--- config.mk ---
export PLATFORM = sky130hd
export DESIGN_NAME = msc_core
export DESIGN_NICKNAME = d
export VERILOG_FILES = /design/src/design/msc_pkg.sv /design/src/design/msc_ram.sv /design/src/design/msc_core.sv
export SDC_FILE = /design/constraint.sdc
export NUM_CORES = 2
export LEC_CHECK = 0
export ABC_AREA = 1
export BUFFER_PORTS_ARGS = -buffer_cell sky130_fd_sc_hd__buf_4
export CAP_MARGIN = 15
export CORE_MARGIN = 2
export CORE_UTILIZATION = 25
export CTS_CLUSTER_DIAMETER = 80
export DETAILED_ROUTE_END_ITERATION = 7
export REMOVE_ABC_BUFFERS = 1
export SYNTH_ARGS = -nofsm -noshare
export SYNTH_HDL_FRONTEND = slang
export SYNTH_SLANG_ARGS = --single-unit
--- constraint.sdc ---
create_clock -name clock_i -period 7 [get_ports clock_i]
set_clock_uncertainty 0.2 [all_clocks]
set_input_delay 0.35 -clock clock_i [delete_from_list [all_inputs] [get_ports clock_i]]
set_output_delay 0.35 -clock clock_i [all_outputs]
set_load 0.005 [all_outputs]
--- src/design/msc_pkg.sv ---
package msc_pkg;

  // Decoded microinstruction operations
  typedef enum logic [3:0] {
    OP_CONT = 4'h0,
    OP_HOLD = 4'h1,
    OP_JABS = 4'h2,
    OP_JREL = 4'h3,
    OP_CALL = 4'h4,
    OP_RET = 4'h5,
    OP_JREG = 4'h6,
    OP_PUSHR = 4'h7,
    OP_POPR = 4'h8,
    OP_JIND = 4'h9,
    OP_DEC = 4'ha,
    OP_CLRI = 4'hb
  } msc_op_e;

  // Clock high and clock low halves of one instruction cycle
  typedef enum logic {
    PH_HI = 1'b0,
    PH_LO = 1'b1
  } msc_phase_e;

  // Register port word offsets
  localparam logic [3:0] REG_STATUS = 4'h0;
  localparam logic [3:0] REG_BOUND = 4'h1;
  localparam logic [3:0] REG_VPTR = 4'h2;
  localparam logic [3:0] REG_VDATA = 4'h3;
  localparam logic [3:0] REG_SSP = 4'h4;
  localparam logic [3:0] REG_LSP = 4'h5;
  localparam logic [3:0] REG_GSP = 4'h6;
  localparam logic [3:0] REG_PC = 4'h7;
  localparam logic [3:0] REG_CNT0 = 4'h8;
  localparam logic [3:0] REG_CNT1 = 4'h9;
  localparam logic [3:0] REG_CNT2 = 4'ha;
  localparam logic [3:0] REG_CNT3 = 4'hb;
  localparam logic [3:0] REG_PEND = 4'hc;
  localparam logic [3:0] REG_POPD = 4'hd;

  // Status bit positions
  localparam int unsigned SR_TRANSP = 0;
  localparam int unsigned SR_SIGN = 1;
  localparam int unsigned SR_IE = 2;
  localparam int unsigned SR_GSEL = 3;
  localparam int unsigned SR_WID_LO = 4;
  localparam int unsigned SR_MASK_LO = 6;

  // Offset width codes in the status width field
  localparam logic [1:0] WID_8 = 2'h0;
  localparam logic [1:0] WID_12 = 2'h1;

  // Reset values and sizes
  localparam logic [15:0] SR_RESET = 16'h0000;
  localparam logic [5:0] SSP_RESET = 6'h00;
  localparam logic [5:0] RSP_BOTTOM = 6'h3f;
  localparam int unsigned RAM_WORDS = 64;
  localparam int unsigned NUM_VEC = 10;
  localparam int unsigned NUM_CNT = 4;
  localparam int unsigned IRQ_CNT = 0;
  localparam int unsigned IRQ_STACK = 9;

  // Sign-extends a data port offset to the selected width
  function automatic logic [15:0] sext_offset(input logic [15:0] d,
                                              input logic [1:0] w);
    logic [15:0] r;
    r = d;
    if (w == WID_8)
    begin
      r = {{8{d[7]}}, d[7:0]};
    end
    else if (w == WID_12)
    begin
      r = {{4{d[11]}}, d[11:0]};
    end
    return r;
  endfunction

  // Index of the highest-numbered set request
  function automatic logic [3:0] prio_index(input logic [9:0] req);
    logic [3:0] r;
    r = 4'h0;
    for (int i = 0; i < 10; i++)
    begin
      if (req[i])
      begin
        r = 4'(i);
      end
    end
    return r;
  endfunction

endpackage

--- src/design/msc_ram.sv ---
`timescale 1ns/1ps
module msc_ram
  import msc_pkg::*;
(
  // Clock and reset
  input wire logic clock_i,
  input wire logic resetn_i,
  // Write port
  input wire logic we_i,
  input wire logic [5:0] waddr_i,
  input wire logic [15:0] wdata_i,
  // Read port, data one cycle later
  input wire logic [5:0] raddr_i,
  output logic [15:0] rdata_o
);

  logic [15:0] mem [RAM_WORDS];
  logic [15:0] rdata_ff;

  // Storage array, no reset
  always_ff @(posedge clock_i)
  begin
    if (we_i)
    begin
      mem[waddr_i] <= wdata_i;
    end
  end

  // Registered read data
  always_ff @(posedge clock_i or negedge resetn_i)
  begin
    if (!resetn_i)
    begin
      rdata_ff <= 16'h0000;
    end
    else
    begin
      rdata_ff <= mem[raddr_i];
    end
  end

  assign rdata_o = rdata_ff;

endmodule

--- src/design/msc_core.sv ---
`timescale 1ns/1ps
module msc_core
  import msc_pkg::*;
(
  // Clock and reset
  input wire logic clock_i,
  input wire logic resetn_i,
  // Decoded microinstruction, held for a whole instruction cycle
  input wire msc_op_e op_i,
  input wire logic [1:0] reg_sel_i,
  input wire logic [1:0] cnt_sel_i,
  input wire logic [15:0] data_i,
  // External interrupt pins
  input wire logic [3:0] external_interrupt_pins_i,
  // Register port
  input wire logic [3:0] reg_addr_i,
  input wire logic [15:0] reg_wdata_i,
  input wire logic reg_wr_i,
  input wire logic reg_rd_i,
  output logic [15:0] reg_rdata_o,
  // Microcode address and conditions
  output logic [15:0] addr_o,
  output logic phase_lo_o,
  output logic [3:0] cnt_sign_o,
  output logic sign_o
);

  msc_phase_e phase_ff, nxt_phase;
  logic [15:0] pc_ff, nxt_pc;
  logic [15:0] addr_ff, nxt_addr;
  logic [15:0] status_bits_ff, nxt_status_bits;
  logic [3:0] stack_boundary_register_ff, nxt_stack_boundary_register;
  logic [3:0] vector_file_pointer_ff, nxt_vector_file_pointer;
  logic [15:0] vec_ff [NUM_VEC];
  logic [15:0] nxt_vec [NUM_VEC];
  logic [15:0] cnt_ff [NUM_CNT];
  logic [15:0] nxt_cnt [NUM_CNT];
  logic [5:0] subroutine_stack_pointer_ff, nxt_subroutine_stack_pointer;
  logic [5:0] local_stack_pointer_ff, nxt_local_stack_pointer;
  logic [5:0] global_stack_pointer_ff, nxt_global_stack_pointer;
  logic [7:0] ext_raw_ff, nxt_ext_raw;
  logic [7:0] ext_latch_ff, nxt_ext_latch;
  logic [1:0] int_pend_ff, nxt_int_pend;
  logic [15:0] pop_data_ff, nxt_pop_data;
  logic [15:0] rdata_ff, nxt_rdata;

  logic ex;
  logic [5:0] rsp;
  logic [5:0] limit;
  logic [5:0] ram_raddr;
  logic [15:0] ram_rdata;
  logic ram_we;
  logic [5:0] ram_waddr;
  logic [15:0] ram_wdata;
  logic [15:0] off_ext;
  logic [9:0] internal_interrupt_request;
  logic [9:0] eff;
  logic [3:0] idx;
  logic take;
  logic [15:0] vec_sel;

  // Phase, stack selection, request gating
  assign ex = (phase_ff == PH_LO);
  assign rsp = status_bits_ff[SR_GSEL] ? global_stack_pointer_ff
                                       : local_stack_pointer_ff;
  assign limit = {stack_boundary_register_ff, 2'b00};
  assign off_ext = sext_offset(data_i,
                     status_bits_ff[SR_WID_LO+1:SR_WID_LO]);
  assign internal_interrupt_request = {int_pend_ff[1],
    status_bits_ff[SR_TRANSP] ? ext_raw_ff : ext_latch_ff,
    int_pend_ff[0]};
  assign eff = internal_interrupt_request
             & ~status_bits_ff[15:SR_MASK_LO]
             & {10{status_bits_ff[SR_IE]}};
  assign idx = prio_index(eff);
  assign vec_sel = vec_ff[idx];
  assign take = ex && (|eff) && (op_i != OP_CALL) && (op_i != OP_PUSHR);

  // RAM read address, issued in clock high
  always_comb
  begin
    unique case (op_i)
      OP_RET: ram_raddr = subroutine_stack_pointer_ff;
      OP_JREG, OP_POPR: ram_raddr = rsp + {4'h0, reg_sel_i};
      OP_JIND: ram_raddr = data_i[5:0];
      default: ram_raddr = subroutine_stack_pointer_ff;
    endcase
  end

  // Shared stack and table memory
  msc_ram u_ram (
    .clock_i(clock_i),
    .resetn_i(resetn_i),
    .we_i(ram_we),
    .waddr_i(ram_waddr),
    .wdata_i(ram_wdata),
    .raddr_i(ram_raddr),
    .rdata_o(ram_rdata)
  );

  // Next state of the whole sequencer
  always_comb
  begin
    logic [15:0] target;
    logic hold, push_sub, pop_sub, push_reg, pop_reg;
    logic [5:0] ssp_popped, sub_new, rsp_new;
    target = pc_ff;
    hold = 1'b0;
    push_sub = 1'b0;
    pop_sub = 1'b0;
    push_reg = 1'b0;
    pop_reg = 1'b0;
    ssp_popped = subroutine_stack_pointer_ff;
    sub_new = subroutine_stack_pointer_ff;
    rsp_new = rsp;
    nxt_phase = (phase_ff == PH_HI) ? PH_LO : PH_HI;
    nxt_pc = pc_ff;
    nxt_addr = addr_ff;
    nxt_status_bits = status_bits_ff;
    nxt_stack_boundary_register = stack_boundary_register_ff;
    nxt_vector_file_pointer = vector_file_pointer_ff;
    nxt_vec = vec_ff;
    nxt_cnt = cnt_ff;
    nxt_subroutine_stack_pointer = subroutine_stack_pointer_ff;
    nxt_local_stack_pointer = local_stack_pointer_ff;
    nxt_global_stack_pointer = global_stack_pointer_ff;
    nxt_ext_raw = ext_raw_ff;
    nxt_ext_latch = ext_latch_ff;
    nxt_int_pend = int_pend_ff;
    nxt_pop_data = pop_data_ff;
    ram_we = 1'b0;
    ram_waddr = subroutine_stack_pointer_ff;
    ram_wdata = pc_ff;
    // Register port writes; hardware updates below take precedence
    if (reg_wr_i)
    begin
      unique case (reg_addr_i)
        REG_STATUS: nxt_status_bits = reg_wdata_i;
        REG_BOUND: nxt_stack_boundary_register = reg_wdata_i[3:0];
        REG_VPTR: nxt_vector_file_pointer = reg_wdata_i[3:0];
        REG_VDATA:
        begin
          if (vector_file_pointer_ff < 4'(NUM_VEC))
          begin
            nxt_vec[vector_file_pointer_ff] = reg_wdata_i;
          end
        end
        REG_SSP: nxt_subroutine_stack_pointer = reg_wdata_i[5:0];
        REG_LSP: nxt_local_stack_pointer = reg_wdata_i[5:0];
        REG_GSP: nxt_global_stack_pointer = reg_wdata_i[5:0];
        REG_CNT0, REG_CNT1, REG_CNT2, REG_CNT3:
          nxt_cnt[reg_addr_i[1:0]] = reg_wdata_i;
        default: ;
      endcase
    end
    // Instruction clears of pending requests, before new captures
    if (ex && (op_i == OP_CLRI))
    begin
      nxt_ext_latch = nxt_ext_latch & ~data_i[8:1];
      nxt_int_pend = nxt_int_pend & ~{data_i[IRQ_STACK], data_i[IRQ_CNT]};
    end
    // Pin capture: upper four in clock high, lower four in clock low
    if (phase_ff == PH_HI)
    begin
      nxt_ext_raw[7:4] = external_interrupt_pins_i;
      if (!status_bits_ff[SR_TRANSP])
      begin
        nxt_ext_latch[7:4] = nxt_ext_latch[7:4]
                           | external_interrupt_pins_i;
      end
    end
    else
    begin
      nxt_ext_raw[3:0] = external_interrupt_pins_i;
      if (!status_bits_ff[SR_TRANSP])
      begin
        nxt_ext_latch[3:0] = nxt_ext_latch[3:0]
                           | external_interrupt_pins_i;
      end
    end
    // Instruction execution at the end of clock low
    if (ex)
    begin
      unique case (op_i)
        OP_CONT: target = pc_ff;
        OP_HOLD:
        begin
          target = addr_ff;
          hold = 1'b1;
        end
        OP_JABS: target = data_i;
        OP_JREL: target = pc_ff + off_ext;
        OP_CALL:
        begin
          target = data_i;
          push_sub = 1'b1;
        end
        OP_RET:
        begin
          target = ram_rdata;
          pop_sub = 1'b1;
        end
        OP_JREG: target = ram_rdata;
        OP_PUSHR: push_reg = 1'b1;
        OP_POPR:
        begin
          pop_reg = 1'b1;
          nxt_pop_data = ram_rdata;
        end
        OP_JIND: target = ram_rdata;
        OP_DEC:
        begin
          nxt_cnt[cnt_sel_i] = cnt_ff[cnt_sel_i] - 16'h0001;
          nxt_status_bits[SR_SIGN] = cnt_ff[cnt_sel_i][15];
          if (!cnt_ff[cnt_sel_i][15] && nxt_cnt[cnt_sel_i][15])
          begin
            nxt_int_pend[0] = 1'b1;
          end
        end
        OP_CLRI: target = pc_ff;
        default: target = pc_ff;
      endcase
      // Subroutine stack: return address for calls and interrupts
      ram_wdata = push_sub ? pc_ff : data_i;
      if (take)
      begin
        push_sub = 1'b1;
        ram_wdata = target;
      end
      ssp_popped = pop_sub ? subroutine_stack_pointer_ff - 6'h01
                           : subroutine_stack_pointer_ff;
      sub_new = push_sub ? ssp_popped + 6'h01 : ssp_popped;
      nxt_subroutine_stack_pointer = sub_new;
      if ((pop_sub && (subroutine_stack_pointer_ff == 6'h00))
          || (push_sub && (sub_new >= limit)))
      begin
        nxt_int_pend[1] = 1'b1;
      end
      // Register stack: grows downward
      rsp_new = rsp;
      if (push_reg)
      begin
        rsp_new = rsp - 6'h01;
        if (rsp_new < limit)
        begin
          nxt_int_pend[1] = 1'b1;
        end
      end
      else if (pop_reg)
      begin
        rsp_new = rsp + 6'h01;
        if (rsp == RSP_BOTTOM)
        begin
          nxt_int_pend[1] = 1'b1;
        end
      end
      if (status_bits_ff[SR_GSEL])
      begin
        nxt_global_stack_pointer = rsp_new;
      end
      else
      begin
        nxt_local_stack_pointer = rsp_new;
      end
      ram_we = push_sub || push_reg;
      ram_waddr = push_sub ? sub_new : rsp_new;
      // Address port and program counter
      if (take)
      begin
        nxt_addr = vec_sel;
        nxt_pc = vec_sel + 16'h0001;
        nxt_status_bits[SR_IE] = 1'b0;
      end
      else if (!hold)
      begin
        nxt_addr = target;
        nxt_pc = target + 16'h0001;
      end
    end
  end

  // Register port read data, valid only in the cycle after the strobe
  always_comb
  begin
    nxt_rdata = 16'h0000;
    if (reg_rd_i)
    begin
      unique case (reg_addr_i)
        REG_STATUS: nxt_rdata = status_bits_ff;
        REG_BOUND: nxt_rdata = {12'h000, stack_boundary_register_ff};
        REG_VPTR: nxt_rdata = {12'h000, vector_file_pointer_ff};
        REG_VDATA: nxt_rdata = (vector_file_pointer_ff < 4'(NUM_VEC))
                             ? vec_ff[vector_file_pointer_ff] : 16'h0000;
        REG_SSP: nxt_rdata = {10'h000, subroutine_stack_pointer_ff};
        REG_LSP: nxt_rdata = {10'h000, local_stack_pointer_ff};
        REG_GSP: nxt_rdata = {10'h000, global_stack_pointer_ff};
        REG_PC: nxt_rdata = pc_ff;
        REG_CNT0, REG_CNT1, REG_CNT2, REG_CNT3:
          nxt_rdata = cnt_ff[reg_addr_i[1:0]];
        REG_PEND: nxt_rdata = {6'h00, internal_interrupt_request};
        REG_POPD: nxt_rdata = pop_data_ff;
        default: nxt_rdata = 16'h0000;
      endcase
    end
  end

  // Registers with reset
  always_ff @(posedge clock_i or negedge resetn_i)
  begin
    if (!resetn_i)
    begin
      phase_ff <= PH_HI;
      pc_ff <= 16'h0001;
      addr_ff <= 16'h0000;
      status_bits_ff <= SR_RESET;
      stack_boundary_register_ff <= 4'h0;
      vector_file_pointer_ff <= 4'h0;
      vec_ff <= '{default: 16'h0000};
      cnt_ff <= '{default: 16'h0000};
      subroutine_stack_pointer_ff <= SSP_RESET;
      ext_raw_ff <= 8'h00;
      ext_latch_ff <= 8'h00;
      int_pend_ff <= 2'h0;
      pop_data_ff <= 16'h0000;
      rdata_ff <= 16'h0000;
    end
    else
    begin
      phase_ff <= nxt_phase;
      pc_ff <= nxt_pc;
      addr_ff <= nxt_addr;
      status_bits_ff <= nxt_status_bits;
      stack_boundary_register_ff <= nxt_stack_boundary_register;
      vector_file_pointer_ff <= nxt_vector_file_pointer;
      vec_ff <= nxt_vec;
      cnt_ff <= nxt_cnt;
      subroutine_stack_pointer_ff <= nxt_subroutine_stack_pointer;
      ext_raw_ff <= nxt_ext_raw;
      ext_latch_ff <= nxt_ext_latch;
      int_pend_ff <= nxt_int_pend;
      pop_data_ff <= nxt_pop_data;
      rdata_ff <= nxt_rdata;
    end
  end

  // Register stack pointers survive reset
  always_ff @(posedge clock_i)
  begin
    local_stack_pointer_ff <= nxt_local_stack_pointer;
    global_stack_pointer_ff <= nxt_global_stack_pointer;
  end

  // Outputs
  assign reg_rdata_o = rdata_ff;
  assign addr_o = addr_ff;
  assign phase_lo_o = (phase_ff == PH_LO);
  assign sign_o = status_bits_ff[SR_SIGN];
  always_comb
  begin
    for (int i = 0; i < NUM_CNT; i++)
    begin
      cnt_sign_o[i] = cnt_ff[i][15];
    end
  end
endmodule

* After elaboration in Yosys (flattened, before gate mapping)
Memories as Yosys holds them, arrays and structs flattened. A register that Yosys moved wholly into a read port is not among the register bits. Index checks and enable logic that the tools add are counted.
Storage, ports and cells: memories kept 1, flip-flop bits (word level) 349, bits in writable memories 1024, output and inout bits 38
Memories:
- u_ram.mem | depth 64, bits a word 16, rd ports 1, clocked after memory_dff 1, wr ports 1, RTL line msc_ram.sv:17 | logic [15:0] mem [RAM_WORDS];
Operators by class: equal/unequal tests 29, add/sub/neg operators 9, bitwise logic cells 13, reductions and logical operators 31, mux-type cells 106, order comparisons 10
Operators with widths (count):
- $mux W16 | 25
- $mux W64 | 4
- $pmux W16 S11 | 1
- $bwmux W160 | 1
- $bmux W16 S4 | 2
- $bwmux W64 | 2
- $mux W6 | 18
- $bmux W16 S2 | 3
- $demux W16 S2 | 2
- $demux W16 S4 | 1
- $pmux W16 S4 | 1
- $mux W4 | 12
- $eq A4 B4 Y1 const B | 10
- $add A16 B1 Y16 const B | 2
- $eq A4 B3 Y1 const B | 8
- $mux W1 | 26
- $and A10 B10 Y10 | 2
- $add A16 B16 Y16 | 1
- $eq A4 B2 Y1 const B | 4
- $mux W8 | 2
- $sub A16 B1 Y16 const B | 1
- $add A6 B1 Y6 const B | 2
- $pmux W6 S2 | 1
- $reduce_and A2 Y1 | 6
- other kinds (36) | 61

* Longest topological paths before layout
depth in word-level cells 18, depth in mapped cells 29, depth with buffers taken out 27

* By module
A second synthesis with hierarchy kept.
Second synthesis, totals: cells, all modules 6480, area, all modules 63628.5 um^2
By module, submodules not included:
- msc_ram | times used 1, area each 42170.4 um^2, cells each 3517, seq. area each 31149.9 um^2
- msc_core | times used 1, area each 21458.1 um^2, cells each 2963, seq. area each 8674.6 um^2

* Worst setup path before layout
OpenSTA, ideal clock, no wires.
path kind register to register, start register status_bits_ff[0], end memory u_ram.mem[0][4], data pin, clock period less this slack 5.522 ns, stages on the path, launching flop included 15, data arrival time 4.621 ns, slack 1.478 ns, buffers on the path 4, cell sequence dfrtp_1 inv_2 buf_6 nand2_1 o21ai_2 nand3_1 nand2_1 nor3_4 nand2_2 nand2_4 buf_2 buf_2 nand2_1 clkbuf_1 o21ai_0
On the way: word-level cells in the longest chain between the ends 9
Ends and longest elaborated chain:
- start, declared | RTL line msc_core.sv:31 | logic [15:0] status_bits_ff, nxt_status_bits;
- start signal, assigned | RTL line msc_core.sv:332 | status_bits_ff <= nxt_status_bits;
- $mux W8 | RTL line msc_core.sv:70 | status_bits_ff[SR_TRANSP] ? ext_raw_ff : ext_latch_ff,
- $and A10 B10 Y10 | RTL line msc_core.sv:73 | & ~status_bits_ff[15:SR_MASK_LO]
- $and A10 B10 Y10 | RTL line msc_core.sv:74 | & {10{status_bits_ff[SR_IE]}};
- $reduce_or A10 Y1 | RTL line msc_core.sv:77 | assign take = ex && (|eff) && (op_i != OP_CALL) && (op_i != OP_PUSHR);
- $logic_and A1 B1 Y1 (3 in series) | RTL line msc_core.sv:77
- $mux W16 | RTL line msc_core.sv:225 | if (take)
- $mux W16 | RTL line msc_core.sv:182 | if (ex)
- net ram_wdata[4] | RTL line msc_core.sv:54 | logic [15:0] ram_wdata;
- end, declared | RTL line msc_ram.sv:17
The timed path passes the listed nets, and every way through them passes these cells.

* Worst setup path in the final report
start register status_bits_ff[3], end register u_ram.rdata_ff[12] (netlist: u_ram.rdata_o[12]) (read register of u_ram.mem)
On the way: word-level cells in the longest chain between the ends 3
Ends and longest elaborated chain:
- $mux W6 | RTL line msc_core.sv:64 | assign rsp = status_bits_ff[SR_GSEL] ? global_stack_pointer_ff
- $add A6 B2 Y6 | RTL line msc_core.sv:84 | OP_JREG, OP_POPR: ram_raddr = rsp + {4'h0, reg_sel_i};
- $pmux W6 S2 | RTL line msc_core.sv:82 | unique case (op_i)
- end, declared | RTL line msc_ram.sv:18 | logic [15:0] rdata_ff;
No other way between the ends. A chain may end at the register's enable or synchronous reset.

==> results.md <==
- Status: finished, violations left
- Violated checks: DRC
- Final WL: 207000 um
- Max_cap viols: 0
- Flops & latches, synth: 1389
- Iter 0 DRT Violations: 6524
- DRT Pass-1 Iters: 8
- Synthesized area per cell: ~10 um2
- Final cell count without fillers: 9441
- CP Launch Type: register
- Post-Syn Instances: 5944
- Net switching power figure: 0.0138 W
- Per-cell routed wire length: 21.9 um
- Main synth FF type: edfxtp_1
- Largest cells by area after synthesis: edfxtp_1, dfrtp_1, nor2_1, o21ai_0, nand2_1
- Final min period: around 5.6 ns
- Area taken by multi-input logic gates: roughly 20000 um2
- Port bufs: 89
- Initial antenna violation count: 19
- Final Hold Viols: 0
- Post-DP Area: between 60000 and 70000 um2
- Die X: 503 um
- Flop pwr share: about 36%
- Clock transition at path regs: 0.06 ns
- DR vias: 48.0k
- Setup Fix Bufs, Post-CTS: 0
- Pwr/cell area: 450 nW/um2
- Worst Path Arrival: 6.10 ns
- Die height: about 500 um
- Clock Sinks: 1389
- Sequential area share after synthesis: 64.1%
- Routed Antenna Nets: 0
- Num ports: 90
- Htree depth: 4
- Remaining global-route overflow: 0
- Hpwl dp: 129000 um
- Post-place setup slack: 1.47 ns
- Area Overhead vs Synth: 16.4%
- Top cell type's share of synthesized area: roughly half
- Fillers: about 25k
- Int Pwr: around 0.019 W
- Unrepaired setup endpoints after global routing: false
- Max IR drop VDD: 0.392 mV
- Nets@finish: 6086
- Tot Pwr: about 0.033 W
- Crit end category: register
- Storage element area: between 30000 and 40000 um2
- Commonest non-fill, non-tap cells in the layout: nor2_1, edfxtp_1, nand2_1, o21ai_0, dfrtp_1
- Worst hold path type: input pin to asynchronous set/reset pin
- Fin area: 72400 um2
- Number of flops mapped to enable cells by yosys: 1024
- Commonest non-fill, non-tap cell in the layout: nor2_1
- Die area: 253000 um2
- Core box area: 248000 um2
- Starting density of the core: 25.1%
- Post-synth top area cell: edfxtp_1
- Gr usage total: 15.9%
- Global-route wire length before repair: 303000 um
- Total CTS buffers: 139
- Post-cts hold buffer count: 40
- Vias in the first global route: 45.0k
- Sw frac: 42.3%
- FF-to-FF path depth: 16
- Post-placement cell count: between 9k and 10k
- Crit path required time: 7.48 ns
- DR vias/cell: 5.09
- Clock latency at the later pin of the worst-skew pair: between 0.8 and 0.9 ns
- Leak: 25.6 nW
- Drt drc: 1
- Max transition margin: 21.1%
- Slew Limit Fails: 0
- Layout cells sized above 1: a little under a tenth
- Syn Std Cell Area: between 60000 and 70000 um2
- Root Buffer: clkbuf_16
- Cell variety after synth: 65
- Worst r2r dst: u_ram.rdata_o[12]
- Comb power frac: 40.1%
- Period utilization: 80.2%
- Synth warn: 0
- Row cnt: 183
- Synth async-reset ratio: ~25%
- Final worst slack: 1.39 ns
- R2R Setup Slk: between 1 and 1.5 ns
- Critical R2R Launch: status_bits_ff[3]
- Largest net degree at the start of global routing: about 170
- Clock power frac: 23.5%
- Max Clk Rate: 178 MHz
- CTS Buffer Depth: 3
- RePlAce Congestion: between 0.9 and 1
- Setup-failing EPs final: 0
- CTS tree: done
- WS Path Type: register to register
- Tightest Pin Transition: 1.17 ns
- CTS resizes: 0
- Crit-path max FO: 75
## sequential cells by signal (all words and copies together), names as in the netlist, 8 cells and up
name            cells
u_ram.mem        1024
vec_ff            160
cnt_ff             60
addr_o             16
pc_ff              16
pop_data_ff        16
reg_rdata_o        16
status_bits_ff     16
u_ram.rdata_o      16
ext_latch_ff        8
ext_raw_ff          8
## area by class of cell
type | count | share of cell area (%)
Timing Repair Buffer | 301 | 3.58
Tap cell | 3330 | 5.76
Sequential cell | 1389 | 55.0
Clock inverter | 62 | 1.06
Inverter | 350 | 1.83
Antenna cell | 3 | 0.0104
Clock buffer | 184 | 5.34
Multi-Input combinational cell | 3822 | 27.4
## critical path: stages (launching register included)
cell and delay, ns:
dfrtp_1 0.52, inv_1 0.19, or2_2 0.31, o21ai_1 0.34, inv_1 0.17, ha_1 0.27, fa_1 0.44, nor2_1 0.12
nor2_1 0.08, a221oi_4 0.93, buf_12 0.29, buf_12 0.34, o311ai_0 0.23, o211ai_1 0.18, nand3_1 0.38, nand3_1 0.34
nand2_1 0.09
## Yosys cell counts, drive strengths merged (3+ instances only)
library cell and instances:
xnor2 3, or2 13, o221ai 29, nor3 15, a311oi 4, nand3 306, buf 79, inv 345
o22ai 68, edfxtp 1024, nor4 4, and2 3, o2111ai 11, dfxtp 12, o211ai 159, a221oi 18
o311ai 128, o31ai 8, nand4 18, a21oi 115, a211oi 7, dfrtp 352, o32ai 128, o21ai 708
nor2 1128, nand2 755, a31oi 19, xor2 27, clkinv 5, clkbuf 304, a32o 6, ha 29
nand3b 3, mux2 16, a22oi 72, o21a 7
## metrics by stage
step                util, %  hold WS, ns  TNS, ns
floorplan                 -       -0.146  -152.72
global placement       27.1        0.255        0
detailed placement     27.1        0.268        0
CTS                    29.2      0.00703        0
global route           29.2       0.0672        0
finish                 29.2       0.0136        0
## power by group through the flow
stage	Combinational [W]	Clock, W	Sequential, W
floorplan	0.00744	0	0.0119
global placement	0.0126	0	0.0120
detailed placement	0.0128	0	0.0120
CTS	0.0129	0.00776	0.0118
global route	0.0141	0.00808	0.0119
finish	0.0131	0.00764	0.0118
## cell families after synthesis
family,share of synthesized area [%]
AND/OR/NAND/NOR,14.6
adder cells (fa/ha/maj),0.648
buffers and inverters,4.62
flip-flops,64.1
AO/OA/AOI/OAI,15.4
multiplexers,0.290
XOR/XNOR,0.435
## per-layer routing
metal | global-route usage [%] | vias to the layer above | part of all wire, %
li1 | - | 21400 | -
met1 | 22.1 | 23800 | 42
met2 | 24.0 | 2489 | 44
met3 | 3.64 | 331 | 10
met4 | 5.78 | 8 | 3.4
met5 | 0 | - | 0.022
## how the worst max path moves through the flow
stage | from | to | slack [ns] | depth (start not counted)
global placement | op_i[0] | u_ram.mem[5][2] | 1.50 | 11
CTS | status_bits_ff[3] | u_ram.rdata_o[11] | 1.47 | 16
detailed placement | op_i[0] | u_ram.mem[6][2] | 1.47 | 11
finish | status_bits_ff[3] | u_ram.rdata_o[12] | 1.39 | 16
global route | status_bits_ff[3] | u_ram.rdata_o[11] | 1.12 | 16
floorplan | status_bits_ff[3] | u_ram.rdata_o[0] | -9.55 | 14
(Power assumes the default switching activity.)
